[src/hdl/srdp_pkg.sv]
// constants, types and register map of the serial register datagram port
package srdp_pkg;
   // frame layout
   localparam int            FRAME_BITS   = 40;
   localparam int            DATA_BITS    = 32;
   localparam logic [5:0]    FRAME_CNT    = 6'h28;
   localparam logic [7:0]    WRITE_FLAG   = 8'h80;
   localparam int            WR_BIT       = 39;
   // link status byte positions and their sources
   localparam int            ST_STOP2     = 6;
   localparam int            ST_STOP1     = 5;
   localparam int            ST_VREACH2   = 4;
   localparam int            ST_VREACH1   = 3;
   localparam int            PROF_STOP    = 0;
   localparam int            PROF_VREACH  = 8;
   // global state register: address and value after reset (reset seen)
   localparam logic [6:0]    GSTATE_ADDR  = 7'h01;
   localparam logic [2:0]    GSTATE_RST   = 3'h1;
   // timing: link clock made by the controller from the system clock
   localparam int            CLK_PERIOD_NS = 100;
   localparam int            SCK_PERIOD_NS = 800;
   localparam int            HALF_CYC_I    =
      SCK_PERIOD_NS / (2 * CLK_PERIOD_NS);
   localparam logic [7:0]    SCK_HALF_CYC  = 8'(HALF_CYC_I);
   localparam logic [7:0]    CS_GAP_CYC    = 8'(2 * HALF_CYC_I);
   // controller register offsets (byte addresses)
   localparam logic [4:0]    OFS_CMD_ADDR  = 5'h00;
   localparam logic [4:0]    OFS_CMD_DATA  = 5'h04;
   localparam logic [4:0]    OFS_CTRL      = 5'h08;
   localparam logic [4:0]    OFS_RSP_STAT  = 5'h0C;
   localparam logic [4:0]    OFS_RSP_DATA  = 5'h10;
   localparam int            CTRL_START    = 0;
   localparam int            CTRL_WRITE    = 1;

   typedef enum logic [2:0] {
      H_IDLE, H_LEAD, H_LOW, H_HIGH, H_TRAIL, H_GAP
   } srdp_hst_state_t;

   typedef struct packed {
      logic [39:0] sr;
      logic        sdo;
      logic [5:0]  cnt;
      logic        sck_d;
      logic        cs_d;
      logic [2:0]  gstate;
      logic [31:0] resp;
      logic        rd_pend;
      logic [6:0]  addr;
      logic [31:0] wdata;
      logic        wr;
      logic        rd;
   } srdp_dev_st_t;

   typedef struct packed {
      srdp_hst_state_t st;
      logic [7:0]      cnt;
      logic [5:0]      idx;
      logic [39:0]     tx;
      logic [39:0]     rx;
      logic            sck;
      logic            sdi;
      logic            cs_n;
      logic [6:0]      cmd_addr;
      logic [31:0]     cmd_data;
      logic            waitreq;
      logic [31:0]     rdata;
   } srdp_hst_st_t;
endpackage

[src/hdl/srdp_link_if.sv]
// serial link between controller and device
`timescale 1ns/1ps
interface srdp_link_if;
   logic sck;
   logic sdi;
   logic sdo;
   logic frame_select_n;

   modport dev  (input sck, input sdi, input frame_select_n, output sdo);
   modport host (output sck, output sdi, output frame_select_n, input sdo);
endinterface

[src/hdl/srdp_sync.sv]
// two flip-flop synchroniser for pin inputs
`timescale 1ns/1ps
module srdp_sync #(
   parameter int             W   = 1,
   parameter logic [W-1:0]   RST = '0
) (
   input  wire logic         CLK,
   input  wire logic         RESET,
   input  wire logic [W-1:0] D,
   output      logic [W-1:0] Q
);
   typedef struct packed {
      logic [W-1:0] s1;
      logic [W-1:0] s2;
   } srdp_sync_st_t;

   srdp_sync_st_t st_r;
   srdp_sync_st_t st_nxt;

   // first stage feeds only the second stage
   always_comb begin
      st_nxt    = st_r;
      st_nxt.s1 = D;
      st_nxt.s2 = st_r.s1;
   end

   always_ff @(posedge CLK) begin
      if (RESET) begin
         st_r <= '{s1: RST, s2: RST};
      end else begin
         st_r <= st_nxt;
      end
   end

   assign Q = st_r.s2;
endmodule

[src/hdl/srdp_host.sv]
// controller end: Avalon-MM registers driving the serial link as master
`timescale 1ns/1ps
module srdp_host
   import srdp_pkg::*;
(
   input  wire logic        CLK,
   input  wire logic        RESET,
   srdp_link_if.host        LINK,
   input  wire logic [4:0]  AVS_ADDRESS,
   input  wire logic        AVS_READ,
   input  wire logic        AVS_WRITE,
   input  wire logic [31:0] AVS_WRITEDATA,
   output      logic [31:0] AVS_READDATA,
   output      logic        AVS_WAITREQUEST
);
   import srdp_pkg::*;

   srdp_hst_st_t st_r;
   srdp_hst_st_t st_nxt;
   logic         sdo_s;
   logic         busy;
   logic         req;
   logic         wr_take;

   srdp_sync #(
      .W   (1),
      .RST (1'b0)
   ) u_sync (
      .CLK   (CLK),
      .RESET (RESET),
      .D     (LINK.sdo),
      .Q     (sdo_s)
   );

   assign busy    = (st_r.st != H_IDLE);
   assign req     = AVS_READ || AVS_WRITE;
   assign wr_take = AVS_WRITE && !st_r.waitreq;

   ////////////////////////////////////////////////////////////////////////
   // bus slave: one wait cycle, then answer; data fixed while it waits
   always_comb begin
      st_nxt         = st_r;
      st_nxt.waitreq = !(req && st_r.waitreq);
      if (AVS_READ && st_r.waitreq) begin
         case (AVS_ADDRESS)
            OFS_CMD_ADDR: st_nxt.rdata = {25'h000_0000, st_r.cmd_addr};
            OFS_CMD_DATA: st_nxt.rdata = st_r.cmd_data;
            OFS_CTRL:     st_nxt.rdata = {31'h0000_0000, busy};
            OFS_RSP_STAT: st_nxt.rdata = {24'h00_0000, st_r.rx[39:32]};
            OFS_RSP_DATA: st_nxt.rdata = st_r.rx[31:0];
            default:      st_nxt.rdata = '0;
         endcase
      end
      // command registers freeze while a frame is on the wire
      if (wr_take && !busy) begin
         if (AVS_ADDRESS == OFS_CMD_ADDR) begin
            st_nxt.cmd_addr = AVS_WRITEDATA[6:0];
         end
         if (AVS_ADDRESS == OFS_CMD_DATA) begin
            st_nxt.cmd_data = AVS_WRITEDATA;
         end
      end

      //////////////////////////////////////////////////////////////////
      // frame sequencer; clock idles high, data changes on falling edge
      if (st_r.cnt != 8'h00) begin
         st_nxt.cnt = st_r.cnt - 8'h01;
      end
      case (st_r.st)
         H_IDLE: begin
            if (wr_take && AVS_ADDRESS == OFS_CTRL &&
                AVS_WRITEDATA[CTRL_START]) begin
               // write flag added to the plain address
               st_nxt.tx = {(AVS_WRITEDATA[CTRL_WRITE] ? WRITE_FLAG
                             : 8'h00) | {1'b0, st_r.cmd_addr},
                            st_r.cmd_data};
               st_nxt.cs_n = 1'b0;
               st_nxt.cnt  = SCK_HALF_CYC - 8'h01;
               st_nxt.st   = H_LEAD;
            end
         end
         H_LEAD: begin
            if (st_r.cnt == 8'h00) begin
               st_nxt.sck = 1'b0;
               st_nxt.sdi = st_r.tx[39];
               st_nxt.idx = 6'h27;
               st_nxt.cnt = SCK_HALF_CYC - 8'h01;
               st_nxt.st  = H_LOW;
            end
         end
         H_LOW: begin
            if (st_r.cnt == 8'h00) begin
               st_nxt.sck = 1'b1; // device samples here
               st_nxt.cnt = SCK_HALF_CYC - 8'h01;
               st_nxt.st  = H_HIGH;
            end
         end
         H_HIGH: begin
            if (st_r.cnt == 8'h00) begin
               // late sample covers the synchroniser delay on both ends
               st_nxt.rx  = {st_r.rx[38:0], sdo_s};
               st_nxt.cnt = SCK_HALF_CYC - 8'h01;
               if (st_r.idx == 6'h00) begin
                  st_nxt.st = H_TRAIL;
               end else begin
                  st_nxt.idx = st_r.idx - 6'h01;
                  st_nxt.sdi = st_r.tx[st_r.idx - 6'h01];
                  st_nxt.sck = 1'b0;
                  st_nxt.st  = H_LOW;
               end
            end
         end
         H_TRAIL: begin
            if (st_r.cnt == 8'h00) begin
               st_nxt.cs_n = 1'b1; // released only after bit 0
               st_nxt.cnt  = CS_GAP_CYC - 8'h01;
               st_nxt.st   = H_GAP;
            end
         end
         H_GAP: begin
            if (st_r.cnt == 8'h00) begin
               st_nxt.st = H_IDLE;
            end
         end
         default: begin
            st_nxt.st = H_IDLE;
         end
      endcase
   end

   always_ff @(posedge CLK) begin
      if (RESET) begin
         st_r         <= '0;
         st_r.st      <= H_IDLE;
         st_r.sck     <= 1'b1;
         st_r.cs_n    <= 1'b1;
         st_r.waitreq <= 1'b1;
      end else begin
         st_r <= st_nxt;
      end
   end

   assign LINK.sck            = st_r.sck;
   assign LINK.sdi            = st_r.sdi;
   assign LINK.frame_select_n = st_r.cs_n;
   assign AVS_READDATA        = st_r.rdata;
   assign AVS_WAITREQUEST     = st_r.waitreq;
endmodule

[src/flat_wrapper.sv]
// flat-port wrapper written by rule: the top's interface ports become plain ports
module srdp_host_flat import srdp_pkg::*;
  (CLK, RESET, AVS_ADDRESS, AVS_READ, AVS_WRITE, AVS_WRITEDATA, AVS_READDATA, AVS_WAITREQUEST, LINK_sck, LINK_sdi, LINK_frame_select_n, LINK_sdo);
  srdp_link_if LINK_i ();
  input  wire logic CLK;
  input  wire logic RESET;
  input  wire logic [4:0] AVS_ADDRESS;
  input  wire logic AVS_READ;
  input  wire logic AVS_WRITE;
  input  wire logic [31:0] AVS_WRITEDATA;
  output      logic [31:0] AVS_READDATA;
  output      logic AVS_WAITREQUEST;
  output wire logic [$bits(LINK_i.sck)-1:0] LINK_sck;
  output wire logic [$bits(LINK_i.sdi)-1:0] LINK_sdi;
  output wire logic [$bits(LINK_i.frame_select_n)-1:0] LINK_frame_select_n;
  input wire logic [$bits(LINK_i.sdo)-1:0] LINK_sdo;
  assign LINK_sck = LINK_i.sck;
  assign LINK_sdi = LINK_i.sdi;
  assign LINK_frame_select_n = LINK_i.frame_select_n;
  assign LINK_i.sdo = LINK_sdo;
  srdp_host u_core (.CLK(CLK), .RESET(RESET), .LINK(LINK_i), .AVS_ADDRESS(AVS_ADDRESS), .AVS_READ(AVS_READ), .AVS_WRITE(AVS_WRITE), .AVS_WRITEDATA(AVS_WRITEDATA), .AVS_READDATA(AVS_READDATA), .AVS_WAITREQUEST(AVS_WAITREQUEST));
endmodule
[config.mk]
export PLATFORM = sky130hd
export DESIGN_NAME = srdp_host_flat
export DESIGN_NICKNAME = d
export VERILOG_FILES = /design/src/hdl/srdp_pkg.sv /design/src/hdl/srdp_link_if.sv /design/src/hdl/srdp_sync.sv /design/src/hdl/srdp_host.sv /design/src/flat_wrapper.sv
export SDC_FILE = /design/constraint.sdc
export NUM_CORES = 1
export LEC_CHECK = 0
export CAP_MARGIN = 0
export CORE_MARGIN = 4
export CORE_UTILIZATION = 40
export CTS_CLUSTER_SIZE = 14
export DETAILED_ROUTE_END_ITERATION = 8
export DONT_BUFFER_PORTS = 1
export PLACE_DENSITY = 0.63
export SLEW_MARGIN = 20
export SYNTH_ARGS = -nofsm -noshare
export SYNTH_HDL_FRONTEND = slang
export SYNTH_SLANG_ARGS = --single-unit
[constraint.sdc]
create_clock -name CLK -period 2.2 [get_ports CLK]
set_input_delay 0.22 -clock CLK [delete_from_list [all_inputs] [get_ports CLK]]
set_output_delay 0.22 -clock CLK [all_outputs]
set_load 0.02 [all_outputs]
==> results of run 1 <==
-- kinds of logic after synthesis --
logic type               after synthesis
AO/OA/AOI/OAI                        227
XOR/XNOR                              10
adder cells (fa/ha/maj)                4
buffers and inverters                109
flip-flops                           174
multiplexers                          23
AND/OR/NAND/NOR                      357
-- cell type report --
| cell class | count | area share |
|---|---|---|
| clock buffer | 22 | 0.0568 |
| clock inverter | 10 | 0.0151 |
| inverter | 7 | 0.00308 |
| multi-input combinational | 621 | 0.403 |
| sequential | 174 | 0.408 |
| tap | 229 | 0.0336 |
| timing repair buffer | 71 | 0.0804 |
-- worst max-delay path, stage by stage (launching register included) --
cell,delay (ps)
sky130_fd_sc_hd__dfxtp_1,330
sky130_fd_sc_hd__inv_1,80
sky130_fd_sc_hd__ha_2,190
sky130_fd_sc_hd__or3b_4,410
sky130_fd_sc_hd__a2111oi_4,420
sky130_fd_sc_hd__buf_4,200
sky130_fd_sc_hd__nand2_1,50
sky130_fd_sc_hd__a21oi_1,180
sky130_fd_sc_hd__o22ai_2,120
-- sequential cells by signal, indices dropped and copies added, names as in the netlist --
| signal | count |
|---|---|
| u_core.AVS_READDATA | 32 |
| u_core.AVS_WAITREQUEST | 1 |
| u_core.LINK.frame_select_n | 1 |
| u_core.LINK.sck | 1 |
| u_core.LINK.sdi | 1 |
| u_core.st_r | 136 |
| u_core.u_sync.Q | 1 |
| u_core.u_sync.st_nxt | 1 |
-- cell usage after synthesis (all sizes together) (2+ instances only) --
| library cell | instances | area, µm² |
|---|---|---|
| o22ai | 3 | 18.8 |
| a211oi | 2 | 15.0 |
| nor2b | 3 | 18.8 |
| clkbuf | 60 | 225 |
| nand3 | 4 | 20.0 |
| dfxtp | 174 | 3480 |
| xnor2 | 9 | 78.8 |
| nor2 | 53 | 199 |
| nor3b | 4 | 35.0 |
| mux2i | 13 | 130 |
| nor4 | 3 | 18.8 |
| a31o | 7 | 61.3 |
| or3 | 2 | 12.5 |
| a21oi | 131 | 656 |
| inv | 7 | 26.3 |
| o21ai | 8 | 40.0 |
| nand3b | 2 | 15.0 |
| a32oi | 7 | 61.3 |
| a2111oi | 2 | 36.3 |
| a22oi | 26 | 195 |
| ha | 4 | 50.1 |
| and3 | 3 | 18.8 |
| nand4 | 3 | 18.8 |
| a2bb2oi | 25 | 219 |
| o211ai | 2 | 15.0 |
| a311oi | 2 | 17.5 |
| nor3 | 7 | 35.0 |
| mux4 | 10 | 225 |
| buf | 42 | 293 |
| nand2 | 257 | 965 |
| o21a | 3 | 22.5 |
| nand2b | 6 | 37.5 |
| o31ai | 3 | 22.5 |
| and2 | 3 | 18.8 |
| and3b | 2 | 17.5 |
| or4 | 2 | 18.8 |
-- power groups by stage --
stage | Clock, mW | Combinational, mW | Sequential, mW
2_1_floorplan | 0 | 0.543 | 3.36
3_3_place_gp | 0 | 0.626 | 3.37
3_5_place_dp | 0 | 0.630 | 3.37
4_1_cts | 3.15 | 0.638 | 3.30
5_1_grt | 3.29 | 0.738 | 3.32
6_report | 3.10 | 0.651 | 3.31
-- timing repair --
item                       4_1_cts  5_1_grt
setup endpoints to repair        0        3
resized for setup                0        5
buffers inserted                 0        2
hold endpoints to repair       165      130
-- routing by layer --
layer	routed length [µm]	global-route usage	up-vias
li1	-	-	3031
met1	8950	0.249	2973
met2	8670	0.286	107
met3	729	0.0450	19
met4	229	0.0501	0
met5	0	0	-
-- path summary, 6_finish.rpt --
| kind | start | end | slack (ps) | cells after the start |
|---|---|---|---|---|
| min | RESET | u_core.st_r[40]$_SDFFE_PP0P_ | -120 | 1 |
| max | u_core.st_r[161]$_SDFF_PP0_ | u_core.LINK.sdi$_SDFFE_PP0P_ | 110 | 8 |
| max reg2reg | u_core.st_r[161]$_SDFF_PP0_ | u_core.LINK.sdi$_SDFFE_PP0P_ | 110 | 8 |
| min reg2reg | u_core.st_r[116]$_SDFFE_PP0P_ | u_core.st_r[116]$_SDFFE_PP0P_ | 450 | 2 |
-- per-stage QoR --
stage / instances / utilization / hold WS [ps] / instance area (µm²) / TNS (ps)
after floorplan: 904 / - / 336 / 7450 / 0
after global placement: 1064 / 0.416 / 312 / 7520 / 0
after detailed placement: 1064 / 0.416 / 317 / 7520 / 0
after CTS: 1132 / 0.470 / -147 / 8500 / 0
after global routing: 1134 / 0.472 / -166 / 8530 / -5.11
final: 1134 / 0.472 / -117 / 8530 / 0
==> parameters.txt, run 1 <==
Parameter                              Value

Status
  Outcome ... finished, violations left
  Violations in the final reports ... hold timing

STA
  Setup violations, final ... 0
  Top achievable clock speed ... 0.479 GHz
  Hold WS ... -117 ps
  Count of pins over their slew limit ... 0
  Worst path setup slack after routing ... 111 ps
  Final Hold Viols ... 129
  Min cycle time layout ... 2090 ps
  Share of the clock period used by the worst path after layout ... 0.950
  Max-slew headroom ... 0.654
  Fin Clk Skew ... 8.59 ps
  Tightest Pin Transition ... 512 ps

Pwr
  Share of total power in the clock network ... 0.439
  Cell Int Power ... 5.34 mW
  Sequential share of power ... 0.469
  Leakage component of the power ... 2.93 nW
  Switching Power ... 1.72 mW
  Peak ir drop on the vdd network ... 553 µV
  Share of total power in combinational logic ... 0.092
  Total power draw ... 7.06 mW
  Net Sw Frac ... 0.244
  Power Density ... 827 nW/µm²

Floorplanning
  Die Wd ... 144 µm
  Core footprint ... 18100 µm²
  Die Footprint ... 20800 µm²
  Initial core utilization ... 0.411
  Die height ... 144 µm
  Number of I/O pins ... 78
  Rows ... 49

Synth
  Dominant combinational cell family by area after synthesis ... simple AND/OR/NAND/NOR gates
  Post-synthesis adder-cell area fraction ... 0.00674
  Synth Cell Area ... 7430 µm²
  FFs w/ async S/R, synth ... 0
  Main flop type after synthesis ... sky130_fd_sc_hd__dfxtp_1
  Portion of netlist area occupied by mux cells ... 0.0478
  Cells after synthesis ... 904
  Synthesized net count ... 950
  Number of enable flip-flop cells after synthesis ... 0
  Area fraction in compound gates after synthesis ... 0.193
  Number of register bits inferred by synthesis ... 174
  Xor-xnor portion of the synthesized cell area ... 0.0118
  Distinct cell type count of the synthesized netlist ... 52
  Sequential-to-total area share from yosys stat ... 0.469
  Mean Syn Cell Area ... 8.22 µm²
  Synth Area in Simple Gates ... 0.198
  Number of warnings reported in the yosys synthesis log ... 0

Placement
  Final GP Congestion ... 0.885
  Post-Place Worst Slack ... 117 ps
  PortBufs ... 0
  Detailed-placement wirelength estimate ... 12200 µm

Worst hold path
  Hold crit path type ... in -> reg

GRT
  Largest net degree at the start of global routing ... 166
  Vias in the first global route ... 5791
  First-pass GRT wire length ... 30000 µm
  Remaining global-route overflow ... 0
  Global Route Usage Sum ... 0.182
  Number of antenna violations at the first check in global routing ... 0

Worst setup path
  Category of the critical setup timing path ... reg -> reg
  Crit. End Element ... register
  Critical path required time ... 2510 ps
  Peak fanout along the critical path ... 6
  Signal arrival time at the worst endpoint ... 2400 ps
  Worst setup SP type ... register

Final layout
  Fraction of final layout cells sized beyond drive strength 1 ... 0.105
  Final-stage net count ... 938
  Flip-flop and latch area ... 3480 µm²
  Number of inserted diodes ... 0
  Count of fill cells added during filler insertion ... 1744
  Area overhead of the layout relative to synthesis ... 14.8%
  Most used cells in the layout excluding fill and tap cells ... sky130_fd_sc_hd__nand2_1 (257), sky130_fd_sc_hd__dfxtp_1 (174), sky130_fd_sc_hd__a21oi_1 (131)
  Most frequent standard cell in the layout excluding fill and tap cells ... sky130_fd_sc_hd__nand2_1
  Multi-input logic area ... 3430 µm²

Drt
  DR pass1 iterations ... 5
  Mean routed wirelength per cell ... 16.4 µm
  Post-DRT Antenna Nets ... 0
  Via-to-Cell Ratio ... 5.41
  Routed WL ... 18600 µm
  DRC marker count from the first detailed-route iteration ... 497
  DRC violations left ... 0
  Overall via count from detail_route ... 6130

Clocking
  Number of hold-repair buffers added at the cts stage ... 36
  Number of clock sinks ... 174
  Maximum level of the CTS H-tree ... 4
  Clock tree from TritonCTS ... done
  CTS Root Cell ... sky130_fd_sc_hd__clkbuf_16
  Post-CTS clock slew at the launch and capture registers of the worst setup and hold paths ... 70 ps
  Clock latency of the later-clocked register in the worst-skew pair ... 430 ps
  Cts bufs inserted ... 17
  Maximum buffer depth of the clock tree ... 2

Job
  Max-Cap Viols ... 0
Note: power is estimated with default switching activity, not from simulation.
==> run 2, diff against run 1 <==
--- a/config.mk
+++ b/config.mk
@@ -9,3 +9,3 @@
 export CORE_MARGIN = 4
-export CORE_UTILIZATION = 40
+export CORE_UTILIZATION = 45
 export CTS_CLUSTER_SIZE = 14
@@ -13,3 +13,3 @@
 export DONT_BUFFER_PORTS = 1
-export PLACE_DENSITY = 0.63
+export PLACE_DENSITY = 0.69
 export SLEW_MARGIN = 20
==> constraint.sdc (replaced) <==
create_clock -name CLK -period 2.2 [get_ports CLK]
set_input_delay 0 -clock CLK [delete_from_list [all_inputs] [get_ports CLK]]
set_output_delay 0 -clock CLK [all_outputs]
set_load 0.02 [all_outputs]
==> run 2 against run 1 <==
The run still ends with hold timing left; final cell count fell by 0.79%; total power fell by 0.43%; sequential share of layout area barely moved; critical endpoint is now u_core.st_r[168]$_SDFF_PP0_.
==> parameters.txt, run 2 (synthesis gave the netlist of run 1 again) <==
Parameter                              Value

Worst setup path
  Signal arrival time at the worst endpoint ... 2350 ps (-50 ps)
  Kind of cell adding the most delay to the critical path ... buffers and inverters
  Critical register-to-register path startpoint ... u_core.st_r[171]$_SDFFE_PP0P_
  Critical path required time ... 2500 ps (about the same)
  Depth of the most critical reg-to-reg path ... 6 (-2)
  Cell at the slowest stage of the critical path ... sky130_fd_sc_hd__dlygate4sd3_1
  Worst setup SP type ... register
  Cell-by-cell trace of the critical path ... or3_1, buf_4, nor2_2, buf_12, nor3_1, dlygate4sd3_1
  Worst path bufs/invs ... 3 (+1)
  Crit. End Element ... register
  Peak fanout along the critical path ... 41 (+35)
  Worst R2R Setup Slack ... 150 ps (+40 ps)
  Largest stage delay, worst path ... 570 ps (+150 ps)
  Reg-to-Reg End ... u_core.st_r[168]$_SDFF_PP0_
  Category of the critical setup timing path ... reg -> reg

STA
  Hold WS ... -350 ps (-234 ps)
  Setup violations, final ... 0 (unchanged)
  Count of pins over their slew limit ... 0 (unchanged)
  Max-slew headroom ... 0.714 (+0.0601)
  Min cycle time layout ... 2050 ps (-40.0 ps)
  Tightest Pin Transition ... 429 ps (-83.1 ps)
  Share of the clock period used by the worst path after layout ... 0.931 (-0.0182)
  RSZ-0062 raised after global routing ... no
  Top achievable clock speed ... 0.488 GHz (+2.0%)
  Setup TNS ... 0 ps (unchanged)
  Final Hold Viols ... 130 (+0.78%)
  Fin Clk Skew ... 13.2 ps (+4.64 ps)

Worst hold path
  Hold path startpoint ... RESET
  Cell depth of the worst hold path ... 1 (unchanged)
  Hold crit path type ... in -> reg
  Hold Crit Endpoint ... u_core.st_r[40]$_SDFFE_PP0P_

Clocking
  Clock latency of the later-clocked register in the worst-skew pair ... 430 ps (about the same)
  Number of clock sinks ... 174 (unchanged)
  Clock tree from TritonCTS ... done
  CTS Root Cell ... sky130_fd_sc_hd__clkbuf_16
  Maximum buffer depth of the clock tree ... 2 (unchanged)
  Maximum level of the CTS H-tree ... 4 (unchanged)
  Post-CTS clock slew at the launch and capture registers of the worst setup and hold paths ... 70 ps (about the same)
  Cts bufs inserted ... 17 (unchanged)

Final layout
  Most frequent standard cell in the layout excluding fill and tap cells ... sky130_fd_sc_hd__nand2_1
  Count of fill cells added during filler insertion ... 1487 (-15%)
  Final-stage net count ... 942 (+0.43%)
  Number of inserted diodes ... 0 (unchanged)
  Most used cells in the layout excluding fill and tap cells ... sky130_fd_sc_hd__nand2_1 (257), sky130_fd_sc_hd__dfxtp_1 (174), sky130_fd_sc_hd__a21oi_1 (131)
  Multi-input logic area ... 3420 µm² (-0.29%)
  Flip-flop and latch area ... 3480 µm² (unchanged)
  Share of the core filled with cells in the final layout ... 0.531 (+0.0590)
  Fraction of final layout cells sized beyond drive strength 1 ... 0.0990 (-0.00596)
  Flip-flop count of the largest register after layout ... 136 (unchanged)
  Area overhead of the layout relative to synthesis ... 14.7%
  Largest register by flop count ... u_core.st_r

Pwr
  Share of total power in combinational logic ... 0.097 (+0.005)
  Total power draw ... 7.03 mW (-0.43%)
  Sequential share of power ... 0.470 (about the same)
  Power Density ... 825 nW/µm² (-0.33%)
  Switching Power ... 1.67 mW (-2.6%)
  Net Sw Frac ... 0.238 (-0.00544)
  Cell Int Power ... 5.35 mW (+0.29%)
  Leakage component of the power ... 2.93 nW (about the same)
  Share of total power in the clock network ... 0.433 (-0.006)
  Peak ir drop on the vdd network ... 543 µV (-1.8%)

Floorplanning
  Initial core utilization ... 0.463 (+0.0519)
  Die Footprint ... 18600 µm² (-11%)
  Number of I/O pins ... 78 (unchanged)
  Rows ... 46 (-6.1%)
  Core footprint ... 16100 µm² (-11%)
  Die height ... 136 µm (-5.4%)
  Die Wd ... 136 µm (-5.4%)

Placement
  PortBufs ... 0 (unchanged)
  Final GP Congestion ... 0.852 (-3.8%)
  Detailed-placement wirelength estimate ... 12000 µm (-1.5%)

Drt
  Post-DRT Antenna Nets ... 0 (unchanged)
  Overall via count from detail_route ... 6182 (+0.85%)
  DR pass1 iterations ... 6 (+1)
  Mean routed wirelength per cell ... 16.6 µm (+1.0%)
  Via-to-Cell Ratio ... 5.50 (+1.7%)
  Routed WL ... 18600 µm (+0.24%)
  DRC violations left ... 0 (unchanged)
  DRC marker count from the first detailed-route iteration ... 554 (+11%)

GRT
  Number of antenna violations at the first check in global routing ... 0 (unchanged)
  First-pass GRT wire length ... 30100 µm (+0.51%)
  Vias in the first global route ... 5749 (-0.73%)
  Largest net degree at the start of global routing ... 166 (unchanged)
  Remaining global-route overflow ... 0 (unchanged)
  Global Route Usage Sum ... 0.205 (+0.0231)

Status
  Outcome ... finished, violations left
  Violations in the final reports ... hold timing

Job
  Max-Cap Viols ... 0 (unchanged)
==> run 2: changes by cell type in the layout (fill, tap and decap cells not counted), sizes merged <==
cell / delta
dlygate4sd3: +4
bufinv: +1
clkinvlp: -1
==> run 2: layer usage <==
layer / vias to the layer above / share of wire / track usage
li1: 3035 / - / -
met1: 2966 / 0.46 / 0.287
met2: 158 / 0.47 / 0.312
met3: 23 / 0.053 / 0.0415
met4: 0 / 0.019 / 0.0773
met5: - / 0 / 0
==> run 2: repair_timing <==
action,4_1_cts,5_1_grt
hold buffers,10,30
endpoints found under the setup margin,0,4
resized for setup,0,2
hold endpoints to repair,170,160
buffers inserted,0,2
==> run 2: through the flow <==
stage	instances	area, µm²	setup WS [ps]	hold WS, ps
detailed placement	1051	7510	138	96.8
finish	1125	8520	151	-350
global route	1125	8520	43.5	-371
CTS	1093	8200	56.6	-362
floorplan	904	7450	13.3	116
global placement	1051	7510	166	98.0
==> run 2: area by class of cell <==
class / count / area share
clock inverter: 10 / 0.0160
inverter: 7 / 0.00308
multi-input combinational: 621 / 0.402
clock buffer: 22 / 0.0533
tap: 216 / 0.0317
sequential: 174 / 0.409
timing repair buffer: 75 / 0.0852
==> run 2: worst max path at each step <==
stage	end	startpoint	depth (start not counted)
after floorplan	u_core.LINK.sdi$_SDFFE_PP0P_	u_core.st_r[155]$_SDFFE_PP0P_	10
after detailed placement	u_core.st_r[158]$_SDFFE_PP0P_	u_core.st_r[161]$_SDFF_PP0_	8
after CTS	u_core.st_r[168]$_SDFF_PP0_	u_core.AVS_WAITREQUEST$_SDFF_PP1_	6
final	u_core.st_r[168]$_SDFF_PP0_	u_core.st_r[171]$_SDFFE_PP0P_	6
after global routing	u_core.st_r[161]$_SDFF_PP0_	u_core.st_r[161]$_SDFF_PP0_	8
after global placement	u_core.st_r[158]$_SDFFE_PP0P_	u_core.st_r[161]$_SDFF_PP0_	8
==> run 2: power by group through the flow <==
stage / Sequential, mW / Combinational [mW] / Clock [mW]
2_1_floorplan: 3.36 / 0.543 / 0
3_3_place_gp: 3.37 / 0.630 / 0
3_5_place_dp: 3.37 / 0.647 / 0
4_1_cts: 3.30 / 0.678 / 3.09
5_1_grt: 3.31 / 0.756 / 3.21
6_report: 3.30 / 0.678 / 3.04
==> run 2: worst reg2reg max path, stage by stage, from the launching register on <==
cell and delay (ps):
sky130_fd_sc_hd__dfxtp_1 310, sky130_fd_sc_hd__or3_1 420, sky130_fd_sc_hd__buf_4 170, sky130_fd_sc_hd__nor2_2 140
sky130_fd_sc_hd__buf_12 210, sky130_fd_sc_hd__nor3_1 100, sky130_fd_sc_hd__dlygate4sd3_1 570
==> run 3, diff against run 2 <==
CORE_UTILIZATION = 50   (was 45)
PLACE_DENSITY = 0.75   (was 0.69)
==> run 3 against run 2 <==
The flow still finishes with violations (hold timing); routed wire length down 2.1%; fmax up 0.13%; utilization up 5.5 points; first-iteration DRC count up 18%; largest cell class unchanged; highest routed layer unchanged; via count up 1.3%; sequential power about the same; combinational power up 3%; total power down 0.31%.
==> parameters.txt, run 3 (synthesis gave the netlist of run 1 again) <==
Parameter                              Value

Worst setup path
  Crit. End Element ... register
  Worst setup SP type ... register
  Category of the critical setup timing path ... reg -> reg
  Signal arrival time at the worst endpoint ... 2360 ps (about the same)
  Critical path required time ... 2510 ps (about the same)
  Peak fanout along the critical path ... 41 (unchanged)

GRT
  Met2 routing resource usage after global routing ... 0.339 (+0.0269)
  First-pass GRT wire length ... 29600 µm (-1.7%)
  Met1 usage in global routing ... 0.298 (+0.0113)
  Global Route Usage Sum ... 0.219 (+0.0144)
  Vias in the first global route ... 5844 (+1.7%)
  Largest net degree at the start of global routing ... 166 (unchanged)
  Remaining global-route overflow ... 0 (unchanged)
  Met3 track demand over resource ... 0.0528 (+0.0113)
  Most crowded layer after global routing ... met2
  Number of antenna violations at the first check in global routing ... 0 (unchanged)

STA
  Tightest Pin Transition ... 495 ps (+66.2 ps)
  Hold WS ... -359 ps (-8.29 ps)
  Max-slew headroom ... 0.667 (-0.0467)
  Fin Clk Skew ... 9.33 ps (-3.91 ps)
  Worst path setup slack after routing ... 154 ps (+2.75 ps)
  Setup violations, final ... 0 (unchanged)
  Setup TNS ... 0 ps (unchanged)
  Final Hold Viols ... 129 (-0.77%)
  Count of pins over their slew limit ... 0 (unchanged)
  RSZ-0062 raised after global routing ... no
  Top achievable clock speed ... 0.489 GHz (+0.13%)
  Min cycle time layout ... 2050 ps (-2.75 ps)
  Share of the clock period used by the worst path after layout ... 0.930 (-0.00125)

Final layout
  Final-stage net count ... 946 (+0.42%)
  Most used cells in the layout excluding fill and tap cells ... sky130_fd_sc_hd__nand2_1 (257), sky130_fd_sc_hd__dfxtp_1 (174), sky130_fd_sc_hd__a21oi_1 (131)
  Flip-flop and latch area ... 3480 µm² (unchanged)
  Area overhead of the layout relative to synthesis ... 14.6% (about the same)
  Number of inserted diodes ... 0 (unchanged)
  Multi-input logic area ... 3430 µm² (about the same)
  Count of fill cells added during filler insertion ... 1304 (-12%)
  Fraction of final layout cells sized beyond drive strength 1 ... 0.0997 (+0.000662)
  Largest register by flop count ... u_core.st_r
  Most frequent standard cell in the layout excluding fill and tap cells ... sky130_fd_sc_hd__nand2_1
  Flip-flop count of the largest register after layout ... 136 (unchanged)
  Share of the core filled with cells in the final layout ... 0.586 (+0.0554)
  Total non-filler cell area in the finished layout ... 8520 µm² (about the same)

Pwr
  Share of total power in combinational logic ... 0.100 (+0.003)
  Power Density ... 822 nW/µm² (-0.27%)
  Peak ir drop on the vdd network ... 534 µV (-1.7%)
  Cell Int Power ... 5.27 mW (-1.6%)
  Switching Power ... 1.74 mW (+3.7%)
  Sequential share of power ... 0.472 (+0.002)
  Share of total power in the clock network ... 0.429 (-0.004)
  Leakage component of the power ... 2.94 nW (+0.14%)
  Net Sw Frac ... 0.248 (+0.00962)

Clocking
  Setup Fix Bufs, Post-CTS ... 0 (unchanged)
  Number of clock sinks ... 174 (unchanged)
  Clock tree from TritonCTS ... done
  Maximum buffer depth of the clock tree ... 2 (unchanged)
  Cts bufs inserted ... 17 (unchanged)
  Clock latency of the later-clocked register in the worst-skew pair ... 430 ps (about the same)
  Maximum level of the CTS H-tree ... 4 (unchanged)
  Post-CTS clock slew at the launch and capture registers of the worst setup and hold paths ... 60 ps (about the same)
  CTS Root Cell ... sky130_fd_sc_hd__clkbuf_16

Floorplanning
  Number of I/O pins ... 78 (unchanged)
  Rows ... 44 (-4.3%)
  Core footprint ... 14500 µm² (-9.5%)
  Die Footprint ... 16900 µm² (-9.4%)
  Die Wd ... 130 µm (-4.8%)
  Die height ... 130 µm (-4.8%)
  Initial core utilization ... 0.511 (+0.0485)

Drt
  Routed WL ... 18200 µm (-2.1%)
  DRC marker count from the first detailed-route iteration ... 652 (+18%)
  Via-to-Cell Ratio ... 5.71 (+3.9%)
  Overall via count from detail_route ... 6261 (+1.3%)
  Post-DRT Antenna Nets ... 0 (unchanged)
  Mean routed wirelength per cell ... 16.6 µm (+0.45%)
  DR pass1 iterations ... 5 (-1)
  DRC violations left ... 0 (unchanged)

Placement
  Final GP Congestion ... 0.880 (+3.3%)
  PortBufs ... 0 (unchanged)
  Post-Place Worst Slack ... 148 ps (+10.7 ps)
  Detailed-placement wirelength estimate ... 11400 µm (-4.7%)
  Placement-stage cell area ... 7430 µm² (-1.1%)

Worst hold path
  Hold crit path type ... in -> reg

Job
  Max-Cap Viols ... 0 (unchanged)

Status
  Violations in the final reports ... hold timing
  Outcome ... finished, violations left
## run 3: changes by cell type in the layout (fill, tap and decap cells not counted), sizes merged
cell	change
bufinv	-2
inv	+1
dlygate4sd3	+8
clkinv	-2
clkinvlp	+3
buf	-4
## run 3: path summary, 6_finish.rpt
| check | start | end | slack, ps | cells past startpoint |
|---|---|---|---|---|
| worst max register to register | u_core.AVS_WAITREQUEST$_SDFF_PP1_ | u_core.st_r[168]$_SDFF_PP0_ | 150 | 6 |
| worst max-delay path | u_core.AVS_WAITREQUEST$_SDFF_PP1_ | u_core.st_r[168]$_SDFF_PP0_ | 150 | 6 |
| worst min-delay path | RESET | u_core.st_r[40]$_SDFFE_PP0P_ | -360 | 1 |
| worst min register to register | u_core.u_sync.Q$_SDFF_PP0_ | u_core.st_r[75]$_SDFFE_PP0P_ | 450 | 2 |
## run 3: critical path, cell delays in order, from the launching register on
cell and delay (ps):
sky130_fd_sc_hd__dfxtp_1 320, sky130_fd_sc_hd__nor4bb_2 380, sky130_fd_sc_hd__nand3_1 200, sky130_fd_sc_hd__nor2_2 160, sky130_fd_sc_hd__buf_12 220, sky130_fd_sc_hd__nor3_1 70, sky130_fd_sc_hd__dlygate4sd3_1 550
## run 3: area by class of cell
cell class / instances / share of cell area
inverter: 7 / 0.00309
clock inverter: 10 / 0.0119
timing repair buffer: 79 / 0.0886
tap: 184 / 0.0270
sequential: 174 / 0.409
clock buffer: 22 / 0.0580
multi-input combinational: 621 / 0.402
## run 3: stage by stage
| step | instances | power [mW] |
|---|---|---|
| final | 1097 | 7.00 |
| after CTS | 1090 | 7.01 |
| after global routing | 1097 | 7.26 |
| after global placement | 1017 | 3.99 |
| after detailed placement | 1017 | 4.02 |
| after floorplan | 904 | 3.90 |
## run 3: metal layers
| metal | vias up | share of wire |
|---|---|---|
| li1 | 3052 | - |
| met1 | 2986 | 0.45 |
| met2 | 192 | 0.47 |
| met3 | 31 | 0.064 |
| met4 | 0 | 0.022 |
| met5 | - | 0 |
## run 3: power groups by stage
stage	Sequential [mW]	Combinational, mW	Clock, mW
2_1_floorplan	3.36	0.543	0
3_3_place_gp	3.37	0.622	0
3_5_place_dp	3.37	0.643	0
4_1_cts	3.30	0.673	3.03
5_1_grt	3.31	0.780	3.17
6_report	3.31	0.697	3.00
## run 3: repair_timing
action | in CTS | in global routing
endpoints found under the setup margin | 0 | 3
gates resized for setup | 0 | 5
endpoints found under the hold margin | 170 | 129
hold buffers | 41 | 7
